--- src/design/sdbp_regs.vh ---
// register offsets, field positions and reset values of the sdram register burst port
`ifndef SDBP_REGS_VH
`define SDBP_REGS_VH

// byte offsets on the local register port
`define SDBP_OFS_OP_CONTROL   16'h805c
`define SDBP_OFS_ADDR_COMMAND 16'h8060
`define SDBP_OFS_READ_BEAT0   16'h8064
`define SDBP_OFS_READ_BEAT1   16'h8068
`define SDBP_OFS_READ_BEAT2   16'h806c
`define SDBP_OFS_READ_BEAT3   16'h8070
`define SDBP_OFS_WRITE_BEAT0  16'h8074
`define SDBP_OFS_WRITE_BEAT1  16'h8078
`define SDBP_OFS_WRITE_BEAT2  16'h807c
`define SDBP_OFS_WRITE_BEAT3  16'h8080
`define SDBP_OFS_BYTE_MASK    16'h8084

// control register fields
`define SDBP_CTL_START_WRITE      0
`define SDBP_CTL_START_READ       1
`define SDBP_CTL_WRITE_FIFO_NF    26
`define SDBP_CTL_COMMAND_FIFO_NF  27

// address/command register fields
`define SDBP_AC_COL_LSB   0
`define SDBP_AC_COL_MSB   9
`define SDBP_AC_ROW_LSB   10
`define SDBP_AC_ROW_MSB   22
`define SDBP_AC_BANK_LOW  23
`define SDBP_AC_BANK_HIGH 24
`define SDBP_AC_CMD_LSB   29
`define SDBP_AC_CMD_MSB   31
`define SDBP_AC_USED_MASK 32'he1ffffff

// command codes
`define SDBP_CMD_WRITE 3'h0
`define SDBP_CMD_READ  3'h1

// mask register: one bit per byte of the four-beat burst
`define SDBP_MASK_USED 32'h0000ffff

// burst shape and reset values
`define SDBP_BURST_BEATS 4
`define SDBP_RST_WORD    32'h00000000

`endif

--- src/design/sdbp_beat_mem.v ---
// small word memory holding the beats returned by the last burst read
`timescale 1ns/1ps
module sdbp_beat_mem #(
    parameter W  = 32,
    parameter D  = 4,
    parameter AW = 2
) (
    input  wire          i_clk,    // register clock
    input  wire          i_wen,    // write one word
    input  wire [AW-1:0] i_waddr,  // write index
    input  wire [W-1:0]  i_wdata,  // write word
    input  wire [AW-1:0] i_raddr,  // read index
    output reg  [W-1:0]  o_rdata   // read word, one cycle after i_raddr
);
    reg [W-1:0] mem [0:D-1];

    // contents persist until replaced by the next burst read
    always @(posedge i_clk)
    begin
        if (i_wen)
        begin
            mem[i_waddr] <= i_wdata;
        end
        o_rdata <= mem[i_raddr];
    end
endmodule

--- src/design/sdbp_port.v ---
// register front end launching four-beat bursts into a ddr2 memory controller
`timescale 1ns/1ps
`include "sdbp_regs.vh"

// Summary of operation
// (RL1) writing one to control bit 0 launches a four-beat burst write; zero does nothing
// (RL2) writing one to control bit 1 launches a burst read filling read registers; the code launches only the write when bit 0 is written one too
// (RL3) control bit 26 reads one while the write-data fifo is nearly full
// (RL4) control bit 27 reads one while the command fifo is nearly full
// (RL5) unused bits of control, address/command and mask registers read zero
// (RL6) address/command bits 9..0 hold the starting column
// (RL7) address/command bits 22..10 hold the row
// (RL8) address/command bits 24 and 23 drive bank select high and low
// (RL9) command field 000 in bits 31..29 is a burst write
// (RL10) command field 001 in bits 31..29 is a burst read
// (RL11) software never writes command codes 010 through 111
// (RL12) software programs address/command before setting a start bit
// (RL13) software loads write data and mask before setting the write start bit
// (RL14) read registers keep the last burst's four words until the next read
// (RL15) every access is a fixed burst of four 32-bit beats
// (RL16) software waits about 500 ns after a read start before fetching data
// (RL17) read registers answer 32, 16 or 8-bit host reads
// (RL18) four write registers supply beats zero to three in order
// (RL19) mask bit zero stores the byte, one leaves the memory byte unchanged
// (RL20) mask bit 4k+j governs byte j of write beat k
// (RL21) a mask of zero writes all sixteen bytes
// (RL22) start bits push one command each and clear once it is accepted
module sdbp_port #(
    parameter DW = 32,
    parameter AW = 16
) (
    input  wire          i_clk,                      // register clock, 200 MHz
    input  wire          i_rst_n,                    // synchronous reset, active low
    input  wire [AW-1:0] i_reg_addr,                 // register byte address
    input  wire          i_reg_wr,                   // register write strobe
    input  wire          i_reg_rd,                   // register read strobe
    input  wire [3:0]    i_reg_be,                   // byte enables
    input  wire [DW-1:0] i_reg_wdata,                // register write data
    output reg  [DW-1:0] o_reg_rdata,                // register read data
    output reg           o_reg_rd_ack,               // read data valid pulse
    output reg           o_cmd_valid,                // command fifo push request
    input  wire          i_cmd_ready,                // command fifo accepts
    output reg  [2:0]    o_cmd_code,                 // command code
    output reg           o_bank_select_high,         // bank select high
    output reg           o_bank_select_low,          // bank select low
    output reg  [12:0]   o_cmd_row,                  // row address
    output reg  [9:0]    o_cmd_col,                  // starting column
    output reg           o_wdf_valid,                // write-data fifo push request
    input  wire          i_wdf_ready,                // write-data fifo accepts
    output reg  [DW-1:0] o_wdf_data,                 // write beat data
    output reg  [3:0]    o_byte_write_suppress,      // per byte, one keeps memory byte
    input  wire          i_rd_data_valid,            // returned read beat valid
    input  wire [DW-1:0] i_rd_data,                  // returned read beat
    input  wire          i_write_fifo_nearly_full,   // controller write-data fifo level
    input  wire          i_command_fifo_nearly_full  // controller command fifo level
);
    localparam BEATS = `SDBP_BURST_BEATS;
    localparam [31:0] LAST_BEAT = BEATS - 1;

    localparam [3:0] ST_IDLE  = 4'h1;
    localparam [3:0] ST_WDATA = 4'h2;
    localparam [3:0] ST_CMD   = 4'h4;
    localparam [3:0] ST_RWAIT = 4'h8;

    reg  [3:0]    state_q;
    reg  [3:0]    state_d;
    reg  [DW-1:0] addr_cmd_q;
    reg  [DW-1:0] mask_q;
    reg  [DW-1:0] wbeat_q [0:BEATS-1];
    reg           start_wr_q;
    reg           start_rd_q;
    reg  [1:0]    beat_q;
    reg           rd_pend_q;
    reg  [3:0]    rd_sel_q;
    reg  [DW-1:0] rd_word_q;
    wire [DW-1:0] mem_rdata;
    wire [3:0]    wr_sel;
    wire [3:0]    rd_sel;
    wire          launch_wr;
    wire          launch_rd;
    wire          cmd_taken;
    wire          wdf_taken;
    wire          rd_beat;
    wire [1:0]    rd_index;
    wire [3:0]    rd_off    = rd_sel - 4'h3;
    wire [3:0]    wr_off    = wr_sel - 4'h7;
    wire          last_beat = ({30'h0, beat_q} == LAST_BEAT);

    // decode a byte address to a register number, 0 when unmapped
    function [3:0] reg_decode;
        input [AW-1:0] a;
        begin
            case (a)
                `SDBP_OFS_OP_CONTROL:   reg_decode = 4'h1;
                `SDBP_OFS_ADDR_COMMAND: reg_decode = 4'h2;
                `SDBP_OFS_READ_BEAT0:   reg_decode = 4'h3;
                `SDBP_OFS_READ_BEAT1:   reg_decode = 4'h4;
                `SDBP_OFS_READ_BEAT2:   reg_decode = 4'h5;
                `SDBP_OFS_READ_BEAT3:   reg_decode = 4'h6;
                `SDBP_OFS_WRITE_BEAT0:  reg_decode = 4'h7;
                `SDBP_OFS_WRITE_BEAT1:  reg_decode = 4'h8;
                `SDBP_OFS_WRITE_BEAT2:  reg_decode = 4'h9;
                `SDBP_OFS_WRITE_BEAT3:  reg_decode = 4'ha;
                `SDBP_OFS_BYTE_MASK:    reg_decode = 4'hb;
                default:                reg_decode = 4'h0;
            endcase
        end
    endfunction

    // merge enabled byte lanes of a write into a stored word
    function [DW-1:0] lane_merge;
        input [DW-1:0] old_w;
        input [DW-1:0] new_w;
        input [3:0]    be;
        integer        i;
        begin
            lane_merge = old_w;
            for (i = 0; i < 4; i = i + 1)
            begin
                if (be[i])
                begin
                    lane_merge[i*8 +: 8] = new_w[i*8 +: 8];
                end
            end
        end
    endfunction

    assign wr_sel    = i_reg_wr ? reg_decode(i_reg_addr) : 4'h0;
    assign rd_sel    = i_reg_rd ? reg_decode(i_reg_addr) : 4'h0;
    // a start takes effect only when the port is idle and the lane holding bit 0..1 is enabled
    assign launch_wr = (wr_sel == 4'h1) && i_reg_be[0] && i_reg_wdata[`SDBP_CTL_START_WRITE] &&
                       (state_q == ST_IDLE); // [RL1]
    assign launch_rd = (wr_sel == 4'h1) && i_reg_be[0] && i_reg_wdata[`SDBP_CTL_START_READ] &&
                       !launch_wr && (state_q == ST_IDLE); // [RL2]
    assign cmd_taken = o_cmd_valid && i_cmd_ready;
    assign wdf_taken = o_wdf_valid && i_wdf_ready;
    assign rd_beat   = (state_q == ST_RWAIT) && i_rd_data_valid;
    assign rd_index  = (rd_sel >= 4'h3 && rd_sel <= 4'h6) ? rd_off[1:0] : 2'h0;

    // returned read beats land here in arrival order
    sdbp_beat_mem #(
        .W  (DW),
        .D  (BEATS),
        .AW (2)
    ) u_read_beats (
        .i_clk   (i_clk),
        .i_wen   (rd_beat),     // [RL14]
        .i_waddr (beat_q),
        .i_wdata (i_rd_data),
        .i_raddr (rd_index),
        .o_rdata (mem_rdata)
    );

    // software-visible registers
    always @(posedge i_clk)
    begin
        if (!i_rst_n)
        begin
            addr_cmd_q <= `SDBP_RST_WORD;
            mask_q     <= `SDBP_RST_WORD;
            wbeat_q[0] <= `SDBP_RST_WORD;
            wbeat_q[1] <= `SDBP_RST_WORD;
            wbeat_q[2] <= `SDBP_RST_WORD;
            wbeat_q[3] <= `SDBP_RST_WORD;
        end
        else
        begin
            if (wr_sel == 4'h2)
                addr_cmd_q <= lane_merge(addr_cmd_q, i_reg_wdata, i_reg_be) & `SDBP_AC_USED_MASK; // [RL5]
            if (wr_sel == 4'hb)
                mask_q <= lane_merge(mask_q, i_reg_wdata, i_reg_be) & `SDBP_MASK_USED; // [RL5]
            if (wr_sel >= 4'h7 && wr_sel <= 4'ha)
                wbeat_q[wr_off[1:0]] <= lane_merge(wbeat_q[wr_off[1:0]], i_reg_wdata, i_reg_be); // [RL18]
        end
    end

    // start bits: pending until the command is accepted
    always @(posedge i_clk)
    begin
        if (!i_rst_n)
        begin
            start_wr_q <= 1'b0;
            start_rd_q <= 1'b0;
        end
        else
        begin
            if (launch_wr)
                start_wr_q <= 1'b1; // [RL1]
            else if (cmd_taken)
                start_wr_q <= 1'b0; // [RL22]
            if (launch_rd)
                start_rd_q <= 1'b1; // [RL2]
            else if (cmd_taken)
                start_rd_q <= 1'b0; // [RL22]
        end
    end

    // burst sequencer
    always @*
    begin
        state_d = state_q;
        case (state_q)
            ST_IDLE:
            begin
                if (launch_wr)
                    state_d = ST_WDATA;
                else if (launch_rd)
                    state_d = ST_CMD;
            end
            ST_WDATA:
            begin
                if (wdf_taken && last_beat)
                    state_d = ST_CMD; // [RL15]
            end
            ST_CMD:
            begin
                if (cmd_taken)
                    state_d = start_rd_q ? ST_RWAIT : ST_IDLE;
            end
            ST_RWAIT:
            begin
                if (rd_beat && last_beat)
                    state_d = ST_IDLE; // [RL15]
            end
            default: state_d = ST_IDLE;
        endcase
    end

    always @(posedge i_clk)
    begin
        if (!i_rst_n)
        begin
            state_q               <= ST_IDLE;
            beat_q                <= 2'h0;
            o_wdf_valid           <= 1'b0;
            o_wdf_data            <= `SDBP_RST_WORD;
            o_byte_write_suppress <= 4'h0;
            o_cmd_valid           <= 1'b0;
            o_cmd_code            <= 3'h0;
            o_bank_select_high    <= 1'b0;
            o_bank_select_low     <= 1'b0;
            o_cmd_row             <= 13'h0;
            o_cmd_col             <= 10'h0;
        end
        else
        begin
            state_q <= state_d;
            if (launch_wr)
            begin
                beat_q                <= 2'h0;
                o_wdf_valid           <= 1'b1;
                o_wdf_data            <= wbeat_q[0];       // [RL18]
                o_byte_write_suppress <= mask_q[3:0];      // [RL19] [RL20] [RL21]
            end
            else if (wdf_taken)
            begin
                beat_q <= beat_q + 2'h1;
                if (last_beat)
                begin
                    o_wdf_valid <= 1'b0;
                    beat_q      <= 2'h0;
                end
                else
                begin
                    o_wdf_data            <= wbeat_q[beat_q + 2'h1];          // [RL18]
                    o_byte_write_suppress <= mask_q[4*(beat_q + 2'h1) +: 4]; // [RL20]
                end
            end
            else if (rd_beat)
            begin
                beat_q <= beat_q + 2'h1; // [RL14]
            end
            // command pushed once the data beats are in, or right away for a read
            if ((state_q == ST_IDLE && launch_rd) || (state_q == ST_WDATA && state_d == ST_CMD))
            begin
                o_cmd_valid        <= 1'b1; // [RL22]
                o_cmd_code         <= addr_cmd_q[`SDBP_AC_CMD_MSB:`SDBP_AC_CMD_LSB];   // [RL9] [RL10]
                o_bank_select_high <= addr_cmd_q[`SDBP_AC_BANK_HIGH];                 // [RL8]
                o_bank_select_low  <= addr_cmd_q[`SDBP_AC_BANK_LOW];                  // [RL8]
                o_cmd_row          <= addr_cmd_q[`SDBP_AC_ROW_MSB:`SDBP_AC_ROW_LSB];   // [RL7]
                o_cmd_col          <= addr_cmd_q[`SDBP_AC_COL_MSB:`SDBP_AC_COL_LSB];   // [RL6]
                beat_q             <= 2'h0;
            end
            else if (cmd_taken)
            begin
                o_cmd_valid <= 1'b0; // [RL22]
            end
        end
    end

    // register reads: two edges from strobe to ack
    always @*
    begin
        rd_word_q = `SDBP_RST_WORD;
        case (rd_sel_q)
            4'h1:
            begin
                rd_word_q[`SDBP_CTL_START_WRITE]     = start_wr_q;
                rd_word_q[`SDBP_CTL_START_READ]      = start_rd_q;
                rd_word_q[`SDBP_CTL_WRITE_FIFO_NF]   = i_write_fifo_nearly_full;   // [RL3]
                rd_word_q[`SDBP_CTL_COMMAND_FIFO_NF] = i_command_fifo_nearly_full; // [RL4] [RL5]
            end
            4'h2:    rd_word_q = addr_cmd_q;
            4'h3, 4'h4, 4'h5, 4'h6:
                     rd_word_q = mem_rdata; // [RL14] [RL17]
            4'h7:    rd_word_q = wbeat_q[0];
            4'h8:    rd_word_q = wbeat_q[1];
            4'h9:    rd_word_q = wbeat_q[2];
            4'ha:    rd_word_q = wbeat_q[3];
            4'hb:    rd_word_q = mask_q;
            default: rd_word_q = `SDBP_RST_WORD;
        endcase
    end

    always @(posedge i_clk)
    begin
        if (!i_rst_n)
        begin
            rd_pend_q    <= 1'b0;
            rd_sel_q     <= 4'h0;
            o_reg_rd_ack <= 1'b0;
            o_reg_rdata  <= `SDBP_RST_WORD;
        end
        else
        begin
            rd_pend_q    <= i_reg_rd;
            rd_sel_q     <= rd_sel;
            o_reg_rd_ack <= rd_pend_q;
            // full word returned; narrow reads take their lanes from it
            o_reg_rdata  <= rd_pend_q ? rd_word_q : `SDBP_RST_WORD; // [RL17]
        end
    end
endmodule

--- config.mk ---
export PLATFORM = sky130hd
export DESIGN_NAME = sdbp_port
export DESIGN_NICKNAME = d
export VERILOG_FILES = /design/src/design/sdbp_beat_mem.v /design/src/design/sdbp_port.v
export VERILOG_INCLUDE_DIRS = /design/src /design/src/design
export SDC_FILE = /design/constraint.sdc
export NUM_CORES = 1
export LEC_CHECK = 0
export ABC_CLOCK_PERIOD_IN_PS = 3600
export BUFFER_PORTS_ARGS = -buffer_cell sky130_fd_sc_hd__buf_2
export CAP_MARGIN = 30
export CORE_AREA = 2 2 211 161
export DETAILED_ROUTE_END_ITERATION = 16
export DIE_AREA = 0 0 213 163
export PLACE_DENSITY = 0.85
export SLEW_MARGIN = 20
export SYNTH_ARGS = -nofsm -noshare
export SYNTH_HDL_FRONTEND = slang
export SYNTH_SLANG_ARGS = --single-unit
--- constraint.sdc ---
create_clock -name i_clk -period 3.6 [get_ports i_clk]
set_input_delay 0 -clock i_clk [delete_from_list [all_inputs] [get_ports i_clk]]
set_output_delay 0 -clock i_clk [all_outputs]
set_load 0.01 [all_outputs]
---- Word level (Yosys, flattened, before mapping) ----
Memory sizes are Yosys's and may differ from the RTL's. A register that Yosys moved wholly into a read port is not among the register bits.
Index checks and enable logic that the tools add are counted.
storage, ports and cells
  output and inout bits ................... 99
  memories ................................ 2
  word-level logic and storage cells ...... 162
  bits in writable memories ............... 256
  bits of input ports ..................... 93
  register bits ........................... 156
operators by class
  shift operators ......................... 1
  $add $sub $neg .......................... 4
  multiplexer cells ....................... 52
  bitwise logic cells ..................... 1
  reduce and logical (&&, ||, !) cells .... 39
  eq/ne operators ......................... 36
  order comparisons ....................... 4
memory list
  memory            words  bits a word  read ports  clocked after Yosys merged registers in  write ports  RTL line            source
  u_read_beats.mem  4      32           1           1                                        1            sdbp_beat_mem.v:15  reg [W-1:0] mem [0:D-1];
  wbeat_q           4      32           5           0                                        4            sdbp_port.v:69      reg [DW-1:0] wbeat_q [0:BEATS-1];
operators with widths
  cell                    count
  $eq A16 B16 Y1 const B  11
  $pmux W24 S7            1
  $mux W32                4
  $mux W8                 12
  $mux W4                 12
  $pmux W4 S11            1
  $reduce_or A32 Y1       1
  $shiftx A32 B6 Y4       1
  $reduce_and A2 Y1       13
  $eq A4 B3 Y1 const B    6
  $eq A4 B4 Y1 const B    6
  $pmux W4 S6             1
  $eq A4 B2 Y1 const B    4
  $pmux W2 S8             1
  $pmux W4 S4             1
  $logic_and A1 B1 Y1     15
  $mux W1                 13
  $eq A4 B1 Y1 const B    3
  $ne A3 B3 Y1 const B    4
  $pmux W2 S6             1
  $reduce_bool A2 Y1      6
  $mux W2                 5
  $ge A4 B2 Y1 const B    1
  $ge A4 B3 Y1 const B    1
  other kinds (12)        13

---- Longest topological paths before layout ----
  depth after elaboration ................. 17
  gate-level depth with buffers ........... 14
  depth with buffers taken out ............ 11

---- Modules after synthesis ----
From an unflattened synthesis, not the netlist that was laid out.
unflattened totals
  cells, all modules ...................... 1396
  area, all modules ....................... 18502.7 um^2
by module, submodules not included
  module         times used  sequential area each (um^2)  area each (um^2)  cells each
  sdbp_port      1           6966.7                       13172.6           1193
  sdbp_beat_mem  1           4484.3                       5330.1            203

---- Worst setup path before layout ----
OpenSTA, ideal clock, no wires.
  kind .................................... input -> register
  from .................................... in i_reg_addr[4]
  to ...................................... mem wbeat_q[2][24] (enable)
  setup slack ............................. 0.281 ns
  setup time .............................. 0.384 ns
  path buffers ............................ 2
  data required time ...................... 3.216 ns
  arrival ................................. 2.935 ns
  cell stages on the path ................. 12
  cells stage by stage .................... buf_4 > or4b_4 > a211oi_1 > nand2_1 > inv_1 > ha_1 > maj3_1 > a32oi_1 > nor4_1 > or3b_1 > buf_2 > o21ai_0
RTL lines
  item             RTL line        source
  start, declared  sdbp_port.v:34  input wire [AW-1:0] i_reg_addr,
  end, declared    sdbp_port.v:69

==> flow_summary.ini <==
[run_status]
outcome = finished clean

[final_layout]
utilization_pct = 69.9
mostFrequentLayoutCell = edfxtp_1
syn_to_final_growth_pct = 20.3
layout-drive-gt1-share_pct = 20.5
layout_common_cells = 256 x edfxtp_1, 190 x buf_2, 187 x dfxtp_1, 170 x nand2_1, 139 x nor2_1
fin_area_sq_mm = 0.0230
layout.nets = 1963

[route]
num_vias = 15400
first_pass_iters = 6
viasPerCell = 6.56
drc = 0
ant_nets = 0
drt_iter0_drc = 2426
wl_per_cell_um = 24.8
wl_mm = 58.3

[cts]
cts-htree-levels = 2
postCtsHoldBufs = 85
cts-root-buf = clkbuf_16
postCtsResizedCells = 0
cts_buffers = 43
cts.sinks = 444
cts_tree = built
clk_path_buf_depth = 3
insertion_delay_ns = 0.55
postCtsSetupBuffers = 0
clkTransAtPathRegs_ns = 0.07

[power]
clockPowerShare_pct = 43.9
power_density_mw_per_mm2 = 455
p_switching_mw = 2.19
p_leak_nw = 8.85
comb_power_share_pct = 3.6
peakVddDrop_mv = 0.453
p_int_mw = 8.27
p_sw_share_pct = 21.0
seq_power_share_pct = 52.5
power_mw = 10.5

[floorplan]
initial_utilization_pct = 58.1
row_count = 58
top_level_ports = 192
core_area_sq_mm = 0.0329
die_width_um = 213
die_h_um = 163
dieArea_sq_mm = 0.0347

[setup_path]
cp.required_ns = 3.86
r2r_slack_ns = 0.95
crit_path_max_fanout = 18
critPathMostFrequentCell = buf_4
critPathMaxStageDelay_ns = 0.55
endpoint_kind = register
path_cells = dlygate4sd3_1 -> buf_2 -> or4b_4 -> a211oi_1 -> nand2_1 -> inv_1 -> ha_1 -> maj3_1 -> a32oi_1 -> nor4_2 -> buf_4 -> nand4_2 -> buf_4 -> o21ai_0 -> buf_4
rr_worst_depth = 5
reg2reg_to = o_reg_rdata[18]
r2r-start = rd_sel_q[3]
critPathKind = input port to register
critPathSlowestCell = or4b_4
start_kind = input port
arrival_ns = 3.76

[synthesis]
netlist_instances = 1603
syn_area_per_cell_sq_um = 11.9
syn_area_sq_mm = 0.0191
syn_nets = 1705
synth_edf_count = 256
yosysWarnings = 0
ys_ff_latch = 444
yosysSeqAreaShare_pct = 59.9
async_flop_share_pct = 0
synthFlopType = edfxtp_1
synthDistinctLibCells = 62

[timing]
setup_tns_ns = 0
finClkSkew_ns = 0.0120
min_period_over_period_pct = 97.2
rsz0062_at_grt = no
min_period_ns = 3.50
final-hold-violation-count = 0
maxSlewHeadroom_pct = 42.1
setup_slack_ns = 0.0999
clock.fmax_mhz = 286
slew_viol_final = 0
worst_slew_pin_slew_ns = 0.856
setup_viol = 0

[grt]
grt_first_pass_wirelength_mm = 87.2
grt_pass1_vias = 15100
grt-ovfl-total = 0
antenna_found_initial = 7
grt_max_degree = 101
grt_util_all_layers_pct = 33.5

[run]
drv_cap = 0

[worst_hold_path]
hp-start = i_reg_addr[5]
min_to = rd_sel_q[2]
worst_hold_path.num_cells = 3
hold_path.class = input port to register

[placement]
place_congestion = 0.922
port_buffers = 191
dp_hpwl_mm = 37.5
post_dp_cell_area_sq_mm = 0.0206
dp_worst_setup_slack_ns = 0.211
[critical path: cells and delay by family]
kind            cells  cell delay (ns)
fa+ha+maj           2             0.35
buf+inv             6             1.63
compound gates      3             0.69
simple gates        4             1.06
[synthesized netlist by cell type, types with 4 or more instances]
library cell,instances,area share (%)
a31oi_1,25,0.82
o21ai_0,59,1.5
ha_1,9,0.59
nor3b_1,4,0.16
mux2i_1,111,5.8
dfxtp_1,188,20
buf_2,27,0.71
a21oi_1,17,0.45
nand3_1,65,1.7
a22oi_1,19,0.75
buf_4,5,0.20
and2_1,67,2.2
mux4_2,32,3.8
nor2b_1,5,0.16
a221o_1,34,1.8
and4_1,4,0.18
a211oi_1,33,1.3
nand4_1,5,0.16
and3_1,33,1.1
nor3_1,6,0.16
mux2_2,6,0.35
nand3b_1,4,0.16
inv_1,14,0.27
clkbuf_1,98,1.9
a32oi_1,32,1.5
nand2_1,170,3.3
nor2_1,141,2.8
nand2b_1,7,0.23
edfxtp_1,256,40
a222oi_1,43,2.3
o211ai_1,32,1.3
[sequential cells by signal, summed over array words and instances (netlist names)]
| name | cells |
|---|---|
| mask_q | 16 |
| start_wr_q | 1 |
| o_wdf_data | 32 |
| o_reg_rd_ack | 1 |
| o_wdf_valid | 1 |
| o_cmd_row | 13 |
| u_read_beats.mem | 128 |
| o_cmd_valid | 1 |
| u_read_beats.o_rdata | 32 |
| addr_cmd_q | 28 |
| o_cmd_code | 3 |
| start_rd_q | 1 |
| wbeat_q | 128 |
| state_q | 4 |
| rd_sel_q | 4 |
| o_byte_write_suppress | 4 |
| o_bank_select_high | 1 |
| o_bank_select_low | 1 |
| o_cmd_col | 10 |
| o_reg_rdata | 32 |
| rd_pend_q | 1 |
| beat_q | 2 |
[how the worst max path moves through the flow]
stage	from	endpoint	slack, ns	cells after the start
global placement	i_reg_addr[4]	wbeat_q[0][11]	0.30	14
finish	i_reg_addr[4]	wbeat_q[0][13]	0.1	15
floorplan	i_reg_addr[4]	wbeat_q[2][24]	0.28	12
CTS	i_reg_addr[4]	wbeat_q[0][13]	0.22	15
detailed placement	i_reg_addr[4]	wbeat_q[0][12]	0.21	14
global route	i_reg_addr[4]	wbeat_q[2][11]	0.003	13
[per-layer routing]
layer / part of all wire [%] / up-vias / GRT usage, %
li1: - / 6608 / -
met1: 37 / 7345 / 44.2
met2: 45 / 1243 / 51.5
met3: 14 / 201 / 10.7
met4: 3.8 / 0 / 13.6
met5: 0 / - / 0
[logic make-up after synthesis]
| group | share of synthesized area (%) |
|---|---|
| buf+inv | 3.32 |
| mux | 9.94 |
| xor+xnor | 0.138 |
| compound gates | 12.6 |
| fa+ha+maj | 0.642 |
| simple gates | 13.5 |
| flops | 59.9 |
[per-stage QoR]
step / std cells / hold slack [ns]
3_5_place_dp: 2179 / 0.216
3_3_place_gp: 2178 / 0.209
2_1_floorplan: 1603 / 0.0989
4_1_cts: 2342 / 0.0106
6_report: 2347 / 0.0419
5_1_grt: 2345 / 0.0568
[power by group through the flow]
stage          registers (mW)  logic (mW)  clock network (mW)
2_1_floorplan            5.57       0.134                   0
3_3_place_gp             5.59       0.281                   0
3_5_place_dp             5.59       0.292                   0
4_1_cts                  5.48       0.363                4.60
5_1_grt                  5.49       0.398                4.81
6_report                 5.49       0.379                4.60
[final cells by class]
type | instances | area [sq um]
Multi-Input combinational cell | 1010 | 7070
Clock inverter | 22 | 239
Tap cell | 450 | 563
Timing Repair Buffer | 348 | 2420
Antenna cell | 3 | 7.51
Sequential cell | 444 | 11500
Clock buffer | 56 | 1180
Fill cell | 2183 | 9890
Inverter | 14 | 52.6
Note: power is estimated with default switching activity, not from simulation.
